[src/inc/mcf_params.svh]
// constants of the mac control and filter register set
`ifndef MCF_PARAMS_SVH
`define MCF_PARAMS_SVH

// register indices on the synchronizer port
`define MCF_IDX_FIRST 8'h01
`define MCF_IDX_LAST 8'h0c
`define MCF_IDX_MAC_CONTROL 8'h01
`define MCF_IDX_STATION_ADDRESS_HIGH 8'h02
`define MCF_IDX_STATION_ADDRESS_LOW 8'h03
`define MCF_IDX_GROUP_HASH_UPPER 8'h04
`define MCF_IDX_GROUP_HASH_LOWER 8'h05
`define MCF_IDX_PHY_MGMT_ACCESS 8'h06
`define MCF_IDX_PHY_MGMT_VALUE 8'h07
`define MCF_IDX_PAUSE_CONTROL 8'h08
`define MCF_IDX_TAG_MATCH_FIRST 8'h09
`define MCF_IDX_TAG_MATCH_SECOND 8'h0a
`define MCF_IDX_WAKE_PATTERN_FILTER 8'h0b
`define MCF_IDX_WAKE_CONTROL_STATUS 8'h0c
`define MCF_CSR_COUNT 12

// reset values, in index order
`define MCF_RST_MAC_CONTROL 32'h00040000
`define MCF_RST_STATION_ADDRESS_HIGH 32'h0000ffff
`define MCF_RST_STATION_ADDRESS_LOW 32'h0fffffff
`define MCF_RST_GROUP_HASH_UPPER 32'h00000000
`define MCF_RST_GROUP_HASH_LOWER 32'h00000000
`define MCF_RST_PHY_MGMT_ACCESS 32'h00000000
`define MCF_RST_PHY_MGMT_VALUE 32'h00000000
`define MCF_RST_PAUSE_CONTROL 32'h00000000
`define MCF_RST_TAG_MATCH_FIRST 32'h00000000
`define MCF_RST_TAG_MATCH_SECOND 32'h00000000
`define MCF_RST_WAKE_PATTERN_FILTER 32'h00000000
`define MCF_RST_WAKE_CONTROL_STATUS 32'h00000000

// mac_control fields
`define MCF_BIT_RECEIVE_EVERYTHING 31
`define MCF_BIT_BLOCK_OWN_FRAMES 23
`define MCF_BIT_INTERNAL_TURNAROUND 21
`define MCF_BIT_FULL_DUPLEX_SEL 20
`define MCF_BIT_ACCEPT_ALL_GROUP 19
`define MCF_BIT_ACCEPT_ANY_ADDRESS 18
`define MCF_BIT_INVERT_MATCH 17
`define MCF_BIT_DELIVER_DAMAGED 16
`define MCF_BIT_HASH_ONLY_MATCH 15
`define MCF_MAC_CONTROL_MASK 32'h80bf8000

// serial rom value register
`define MCF_OFS_SERIAL_ROM_VALUE 8'hb4
`define MCF_ROM_VALUE_RST 8'h00

// group hash
`define MCF_CRC_INIT 32'hffffffff
`define MCF_CRC_POLY 32'h04c11db7

// loopback changeover, longest time rounded down
`define MCF_CLK_PERIOD_NS 8
`define MCF_LOOP_SETTLE_NS 10000
`define MCF_LOOP_SETTLE_CYC (`MCF_LOOP_SETTLE_NS / `MCF_CLK_PERIOD_NS)

`endif

[src/inc/mcf_pkg.sv]
// types of the mac control and filter register set
package mcf_pkg;

    typedef logic [31:0] mcf_word_t;

    typedef struct packed {
        logic receive_everything;
        logic block_own_frames;
        logic internal_turnaround;
        logic full_duplex_sel;
        logic accept_all_group;
        logic accept_any_address;
        logic invert_match;
        logic deliver_damaged;
        logic hash_only_match;
    } mcf_mode_s;

    typedef struct packed {
        logic write;
        logic [7:0] index;
        mcf_word_t value;
    } mcf_cmd_s;

    typedef struct packed {
        logic [47:0] dest_addr;
        logic damaged;
    } mcf_rx_s;

    typedef struct packed {
        logic deliver;
        logic addr_pass;
        logic blocked;
    } mcf_rx_res_s;

endpackage

[src/rtl/mcf_addr_filter.sv]
// destination address filter of the receive path
`timescale 1ns/10ps
`include "mcf_params.svh"

module mcf_addr_filter import mcf_pkg::*; (
    // configuration
    input wire mcf_mode_s mode_in,
    input wire logic [47:0] station_in,
    input wire logic [63:0] hash_in,
    // frame
    input wire logic [47:0] dest_in,
    // result
    output logic pass_out,
    output logic perfect_out,
    output logic hash_hit_out
);

    // first transmitted bit is bit 0 of the first byte
    function automatic logic [31:0] mcf_crc(input logic [47:0] d);
        logic [31:0] c;
        c = `MCF_CRC_INIT;
        for (int i = 0; i < 48; i++) begin
            if (c[31] ^ d[i]) begin
                c = {c[30:0], 1'b0} ^ `MCF_CRC_POLY;
            end else begin
                c = {c[30:0], 1'b0};
            end
        end
        return c;
    endfunction

    logic [31:0] crc;
    logic group;

    always_comb begin
        crc = mcf_crc(dest_in);
        group = dest_in[0];
        perfect_out = (dest_in == station_in);
        hash_hit_out = hash_in[crc[31:26]];
        if (mode_in.accept_any_address) begin
            pass_out = 1'b1;
        end else if (mode_in.hash_only_match) begin
            pass_out = hash_hit_out;
        end else if (group) begin
            pass_out = mode_in.accept_all_group | hash_hit_out;
        end else begin
            // inversion only under perfect matching
            pass_out = perfect_out ^ mode_in.invert_match;
        end
    end

endmodule // mcf_addr_filter

[src/rtl/mcf_csr.sv]
// mac control and status registers with mode and filter decisions
`timescale 1ns/10ps
`include "mcf_params.svh"

module mcf_csr import mcf_pkg::*; #(
    parameter int LOOP_SETTLE_CYC = `MCF_LOOP_SETTLE_CYC
) (
    // clock and reset
    input wire logic CLOCK_IN,
    input wire logic RST_IN,
    // indexed synchronizer port
    input wire logic CMD_VALID_IN,
    input wire mcf_cmd_s CMD_IN,
    output logic CMD_DONE_OUT,
    output mcf_word_t CMD_RDATA_OUT,
    // serial rom value register
    input wire logic ROM_WR_IN,
    input wire mcf_word_t ROM_WDATA_IN,
    input wire logic ROM_LOAD_IN,
    input wire logic [7:0] ROM_LOAD_DATA_IN,
    output mcf_word_t ROM_RDATA_OUT,
    // transmit side
    input wire logic TXEN_IN,
    output logic PHY_TXEN_OUT,
    // receive decisions
    input wire logic RX_VALID_IN,
    input wire mcf_rx_s RX_IN,
    output logic RX_DONE_OUT,
    output mcf_rx_res_s RX_RES_OUT,
    // mode levels
    output logic LOOPBACK_OUT,
    output logic LOOP_BUSY_OUT,
    output logic FULL_DUPLEX_OUT,
    output logic HEARTBEAT_EN_OUT,
    output logic RX_GATE_OUT
);

    localparam int CW = $clog2(LOOP_SETTLE_CYC + 1);
    localparam logic [`MCF_CSR_COUNT-1:0][31:0] CSR_RESET = {
        `MCF_RST_WAKE_CONTROL_STATUS,
        `MCF_RST_WAKE_PATTERN_FILTER,
        `MCF_RST_TAG_MATCH_SECOND,
        `MCF_RST_TAG_MATCH_FIRST,
        `MCF_RST_PAUSE_CONTROL,
        `MCF_RST_PHY_MGMT_VALUE,
        `MCF_RST_PHY_MGMT_ACCESS,
        `MCF_RST_GROUP_HASH_LOWER,
        `MCF_RST_GROUP_HASH_UPPER,
        `MCF_RST_STATION_ADDRESS_LOW,
        `MCF_RST_STATION_ADDRESS_HIGH,
        `MCF_RST_MAC_CONTROL
    };
    localparam logic [3:0] SLOT_CTRL = 4'(`MCF_IDX_MAC_CONTROL - `MCF_IDX_FIRST);
    localparam logic [3:0] SLOT_ADDR_HIGH = 4'(`MCF_IDX_STATION_ADDRESS_HIGH - `MCF_IDX_FIRST);
    localparam logic [3:0] SLOT_ADDR_LOW = 4'(`MCF_IDX_STATION_ADDRESS_LOW - `MCF_IDX_FIRST);
    localparam logic [3:0] SLOT_HASH_UP = 4'(`MCF_IDX_GROUP_HASH_UPPER - `MCF_IDX_FIRST);
    localparam logic [3:0] SLOT_HASH_LO = 4'(`MCF_IDX_GROUP_HASH_LOWER - `MCF_IDX_FIRST);

    // register file
    logic [`MCF_CSR_COUNT-1:0][31:0] csr_r, csr_nxt;
    mcf_word_t rdata_r, rdata_nxt;
    logic done_r, done_nxt;
    logic idx_ok;
    logic [3:0] slot;
    mcf_word_t ctrl;
    mcf_mode_s mode;

    always_comb begin
        idx_ok = (CMD_IN.index >= `MCF_IDX_FIRST) && (CMD_IN.index <= `MCF_IDX_LAST);
        slot = 4'(CMD_IN.index - `MCF_IDX_FIRST);
        csr_nxt = csr_r;
        rdata_nxt = rdata_r;
        done_nxt = CMD_VALID_IN;
        if (CMD_VALID_IN) begin
            if (!idx_ok) begin
                rdata_nxt = 32'h00000000;
            end else if (CMD_IN.write) begin
                if (slot == SLOT_CTRL) begin
                    csr_nxt[slot] = CMD_IN.value & `MCF_MAC_CONTROL_MASK;
                end else begin
                    csr_nxt[slot] = CMD_IN.value;
                end
                rdata_nxt = 32'h00000000;
            end else begin
                rdata_nxt = csr_r[slot];
            end
        end
    end

    always_ff @(posedge CLOCK_IN or posedge RST_IN) begin
        if (RST_IN) begin
            csr_r <= CSR_RESET;
            rdata_r <= 32'h00000000;
            done_r <= 1'b0;
        end else begin
            csr_r <= csr_nxt;
            rdata_r <= rdata_nxt;
            done_r <= done_nxt;
        end
    end

    assign CMD_DONE_OUT = done_r;
    assign CMD_RDATA_OUT = rdata_r;
    assign ctrl = csr_r[SLOT_CTRL];

    always_comb begin
        mode.receive_everything = ctrl[`MCF_BIT_RECEIVE_EVERYTHING];
        mode.block_own_frames = ctrl[`MCF_BIT_BLOCK_OWN_FRAMES];
        mode.internal_turnaround = ctrl[`MCF_BIT_INTERNAL_TURNAROUND];
        mode.full_duplex_sel = ctrl[`MCF_BIT_FULL_DUPLEX_SEL];
        mode.accept_all_group = ctrl[`MCF_BIT_ACCEPT_ALL_GROUP];
        mode.accept_any_address = ctrl[`MCF_BIT_ACCEPT_ANY_ADDRESS];
        mode.invert_match = ctrl[`MCF_BIT_INVERT_MATCH];
        mode.deliver_damaged = ctrl[`MCF_BIT_DELIVER_DAMAGED];
        mode.hash_only_match = ctrl[`MCF_BIT_HASH_ONLY_MATCH];
    end

    // serial rom value: the rom controller's load wins over a host write
    logic [7:0] rom_r, rom_nxt;

    always_comb begin
        rom_nxt = rom_r;
        if (ROM_LOAD_IN) begin
            rom_nxt = ROM_LOAD_DATA_IN;
        end else if (ROM_WR_IN) begin
            rom_nxt = ROM_WDATA_IN[7:0];
        end
    end

    always_ff @(posedge CLOCK_IN or posedge RST_IN) begin
        if (RST_IN) begin
            rom_r <= `MCF_ROM_VALUE_RST;
        end else begin
            rom_r <= rom_nxt;
        end
    end

    assign ROM_RDATA_OUT = {24'h000000, rom_r};

    // loopback changeover; a toggle mid-count restarts the wait
    logic lb_active_r, lb_active_nxt;
    logic [CW-1:0] lb_cnt_r, lb_cnt_nxt;
    logic lb_req_q;

    always_comb begin
        lb_active_nxt = lb_active_r;
        lb_cnt_nxt = lb_cnt_r;
        if (mode.internal_turnaround == lb_active_r || mode.internal_turnaround != lb_req_q) begin
            lb_cnt_nxt = '0;
        end else if (lb_cnt_r == CW'(LOOP_SETTLE_CYC - 1)) begin
            lb_active_nxt = mode.internal_turnaround;
            lb_cnt_nxt = '0;
        end else begin
            lb_cnt_nxt = lb_cnt_r + CW'(1);
        end
    end

    always_ff @(posedge CLOCK_IN or posedge RST_IN) begin
        if (RST_IN) begin
            lb_active_r <= 1'b0;
            lb_cnt_r <= '0;
            lb_req_q <= 1'b0;
        end else begin
            lb_active_r <= lb_active_nxt;
            lb_cnt_r <= lb_cnt_nxt;
            lb_req_q <= mode.internal_turnaround;
        end
    end

    assign LOOPBACK_OUT = lb_active_r;
    assign LOOP_BUSY_OUT = mode.internal_turnaround != lb_active_r;
    // turned-around frames never reach the PHY
    assign PHY_TXEN_OUT = TXEN_IN & ~lb_active_r;
    // half duplex still lets the MAC defer; here only the mode level is handed on
    assign FULL_DUPLEX_OUT = mode.full_duplex_sel;
    assign HEARTBEAT_EN_OUT = ~mode.full_duplex_sel;
    assign RX_GATE_OUT = ~(mode.block_own_frames & TXEN_IN);

    // receive decision
    logic addr_pass;
    logic perfect;
    logic hash_hit;
    logic [47:0] station;
    logic [63:0] hash_table;

    assign station = {csr_r[SLOT_ADDR_HIGH][15:0], csr_r[SLOT_ADDR_LOW]};
    assign hash_table = {csr_r[SLOT_HASH_UP], csr_r[SLOT_HASH_LO]};

    mcf_addr_filter u_filter (
        .mode_in(mode),
        .station_in(station),
        .hash_in(hash_table),
        .dest_in(RX_IN.dest_addr),
        .pass_out(addr_pass),
        .perfect_out(perfect),
        .hash_hit_out(hash_hit)
    );

    mcf_rx_res_s res_r, res_nxt;
    logic rx_done_r, rx_done_nxt;

    always_comb begin
        res_nxt = res_r;
        rx_done_nxt = RX_VALID_IN;
        if (RX_VALID_IN) begin
            res_nxt.blocked = mode.block_own_frames & TXEN_IN;
            res_nxt.addr_pass = addr_pass;
            res_nxt.deliver = ~res_nxt.blocked
                & (addr_pass | mode.receive_everything)
                & (~RX_IN.damaged | mode.deliver_damaged);
        end
    end

    always_ff @(posedge CLOCK_IN or posedge RST_IN) begin
        if (RST_IN) begin
            res_r <= '0;
            rx_done_r <= 1'b0;
        end else begin
            res_r <= res_nxt;
            rx_done_r <= rx_done_nxt;
        end
    end

    assign RX_DONE_OUT = rx_done_r;
    assign RX_RES_OUT = res_r;

    // checks
    // changeover watch: counts busy cycles of a steady request, restarts on a toggle;
    // a counter because the full settle time is far too long for a delay range
    logic chk_prev_r, chk_prev_nxt;
    logic [CW:0] chk_wait_r, chk_wait_nxt;

    always_comb begin
        chk_prev_nxt = mode.internal_turnaround;
        chk_wait_nxt = '0;
        if (LOOP_BUSY_OUT && mode.internal_turnaround == chk_prev_r) begin
            chk_wait_nxt = chk_wait_r + (CW+1)'(1);
        end
    end

    always_ff @(posedge CLOCK_IN or posedge RST_IN) begin
        if (RST_IN) begin
            chk_prev_r <= 1'b0;
            chk_wait_r <= '0;
        end else begin
            chk_prev_r <= chk_prev_nxt;
            chk_wait_r <= chk_wait_nxt;
        end
    end
endmodule // mcf_csr

[config.mk]
export PLATFORM = sky130hd
export DESIGN_NAME = mcf_csr
export DESIGN_NICKNAME = d
export VERILOG_FILES = /design/src/inc/mcf_pkg.sv /design/src/rtl/mcf_addr_filter.sv /design/src/rtl/mcf_csr.sv
export VERILOG_INCLUDE_DIRS = /design/src /design/src/inc
export SDC_FILE = /design/constraint.sdc
export NUM_CORES = 1
export LEC_CHECK = 0
export ABC_AREA = 1
export BUFFER_PORTS_ARGS = -buffer_cell sky130_fd_sc_hd__buf_4
export CAP_MARGIN = 40
export CORE_UTILIZATION = 55
export CTS_CLUSTER_DIAMETER = 100
export DETAILED_ROUTE_END_ITERATION = 10
export PLACE_DENSITY = 0.74
export SETUP_SLACK_MARGIN = 0.4
export SYNTH_ARGS = -nofsm -noshare
export SYNTH_HDL_FRONTEND = slang
export SYNTH_HIERARCHICAL = 1
export SYNTH_SLANG_ARGS = --single-unit
[constraint.sdc]
create_clock -name CLOCK_IN -period 18.4 [get_ports CLOCK_IN]
set_clock_uncertainty 0.1 [all_clocks]
set_input_delay 3.68 -clock CLOCK_IN [delete_from_list [all_inputs] [get_ports CLOCK_IN]]
set_output_delay 3.68 -clock CLOCK_IN [all_outputs]
set_load 0.05 [all_outputs]
==> flow_metrics.tcl <==
set metrics [dict create \
    status "finished clean" \
    intPower_mw 2.47 \
    cts_hold_buf 0 \
    die_y_um 236 \
    critPathSlowestCell "nand2_4" \
    ff2ff_path_depth 12 \
    hold_ws_ns 0.368 \
    fp-row-count 85 \
    crit_top_cell "nand2_1" \
    hold_class "reg2reg" \
    clk_latency_ns 0.61 \
    crit_start "RX_IN[1]" \
    tightestPinTransition_ns 1.03 \
    die_x_um 236 \
    setup.worst_path.end "RX_RES_OUT[2]" \
    antenna_found_initial 0 \
    clock_sinks 442 \
    p_comb_share_pct 63.4 \
    cts_made_buffers 47 \
    end_kind "flip-flop" \
    gp_congestion 0.994 \
    cts.path.max_buffers 3 \
    start_util_pct 55.8 \
    fin_nets 4730 \
    clockPowerShare_pct 17.9 \
    multi_input_area_mm2 0.0162 \
    firstDrtPassIters 7 \
    wl_per_cell_um 18.5 \
    vias 29614 \
    grt_pass1_vias 27581 \
    max_freq_mhz 104 \
    htree_levels 2 \
    p_leak_nw 18.1 \
    post-cts-setup-buffer-count 0 \
    synth_cells 4572 \
    cpPeakStageDelay_ns 0.62 \
    clk_pin_slew_ns 0.06 \
    grt_pass1_wl_um 154000 \
    r2r-end "RX_RES_OUT[2]" \
    synth_area_per_cell_um2 6.56 \
    viasPerCell 5.57 \
    port_buffers 163 \
    period_minus_slack_ns 9.60 \
    cts_tree "yes" \
    grt-ovfl-total 0 \
    crit_arrival_ns 9.95 \
    critPathKind "in2reg" \
    fill_cells 5080 \
    post_cts_resized 0 \
    die-area_mm2 0.0555 \
    hpwlAfterDp_um 65500 \
    top_level_ports 212 \
    regToRegSetupSlack_ns 14.93 \
    cp.required_ns 18.75 \
    final-hold-violation-count 0 \
    synth_area_mm2 0.0300 \
    finalMaxSlewViolations 0 \
    core_region_area_mm2 0.0538 \
    peakVddDrop_uv 249 \
    dr.first_iter.drc_count 3262 \
    route.detailed.drc 0 \
    drive_gt1_share_pct 12.0 \
    seqPwrFrac_pct 18.7 \
    seq_area_mm2 0.0111 \
    critPathLaunchType "input pin" \
    synth_warnings 6 \
    power.switching_mw 2.97 \
    ant_nets 0 \
    path_max_fanout 33 \
    grt_util_all_layers_pct 35.4 \
    root_buffer "clkbuf_16" \
    fin_setup_tns_ns 0 \
    max-cap-violations 0 \
    grt_max_degree 173 \
    rsz0062_at_grt "false" \
    wl_um 98300 \
    antenna-diode-count 0 \
    p_per_area_mw_per_mm2 164 \
    setup_viol 0 \
    swShare_pct 54.7 \
    area_growth_pct 10.3 \
    post-route-period-util_pct 52.2 \
    slew_headroom_pct 31.6 \
]
stage by stage:
stage	util [%]	worst slack [ns]	instances	cell area [um2]	power (mW)
4_1_cts	61.5	9.02	5321	33100	5.29
5_1_grt	61.5	8.49	5321	33100	5.66
2_1_floorplan	-	2.38	4595	30100	3.30
3_3_place_gp	58.0	8.44	5222	31200	4.29
3_5_place_dp	58.6	8.42	5233	31500	4.31
6_report	61.5	8.80	5321	33100	5.44
power groups by stage:
stage	Combinational (mW)	Sequential [mW]	Clock, mW
finish	3.45	1.02	0.971
global route	3.62	1.02	1.02
global placement	3.26	1.04	0
detailed placement	3.28	1.04	0
CTS	3.29	1.02	0.980
floorplan	2.25	1.05	0
layout by cell type (no fill, tap or decap), types with 4 or more instances in the layout:
master / count
clkbuf_1: 13
inv_1: 362
nor3_1: 9
nor2_2: 12
nand3b_1: 14
nand4_1: 18
xor2_1: 91
buf_4: 195
nor4_1: 5
nand2_1: 2116
nand3_2: 26
nand3_1: 781
clkbuf_8: 13
clkinv_2: 9
nand2_4: 42
inv_4: 4
conb_1: 24
clkbuf_16: 48
inv_2: 32
or2_2: 4
dfrtp_1: 397
ha_1: 6
xnor2_1: 54
or2_1: 4
nor2_1: 99
xnor3_1: 4
buf_16: 9
a21oi_1: 5
nand2_2: 84
o21ai_0: 30
dfstp_2: 45
nor2_4: 5
o21bai_1: 32
critical path: cells and delay by family:
family,cells,cell delay [ns]
and+or+nand+nor,37,5.26
AOI/OAI and AO/OA,2,0.54
buffers and inverters,2,0.37
cell type report:
| type | count | area share (%) |
|---|---|---|
| Clock buffer | 74 | 4.32 |
| Inverter | 401 | 4.62 |
| Multi-Input combinational cell | 3486 | 49.0 |
| Tap cell | 696 | 2.63 |
| Clock inverter | 14 | 0.427 |
| Timing Repair Buffer | 208 | 5.39 |
| Sequential cell | 442 | 33.6 |
worst min-delay path by stage:
stage / endpoint / depth (start not counted) / slack, ns / start
after floorplan: flip-flop / 2 / 0.34 / flip-flop
final: csr_r[318] / 2 / 0.37 / csr_r[318]
after global placement: flip-flop / 2 / 0.35 / flip-flop
after detailed placement: csr_r[206] / 2 / 0.36 / csr_r[206]
after CTS: flip-flop / 2 / 0.37 / flip-flop
after global routing: csr_r[344] / 2 / 0.38 / csr_r[344]
per-layer routing:
layer	routed length, um	vias to the layer above	track usage, %
met5	0	-	0
met4	4670	0	16.5
met3	9110	269	5.28
met2	44700	1444	57.1
met1	39800	13726	47.1
li1	-	14175	-
Note: power is estimated with default switching activity, not from simulation.
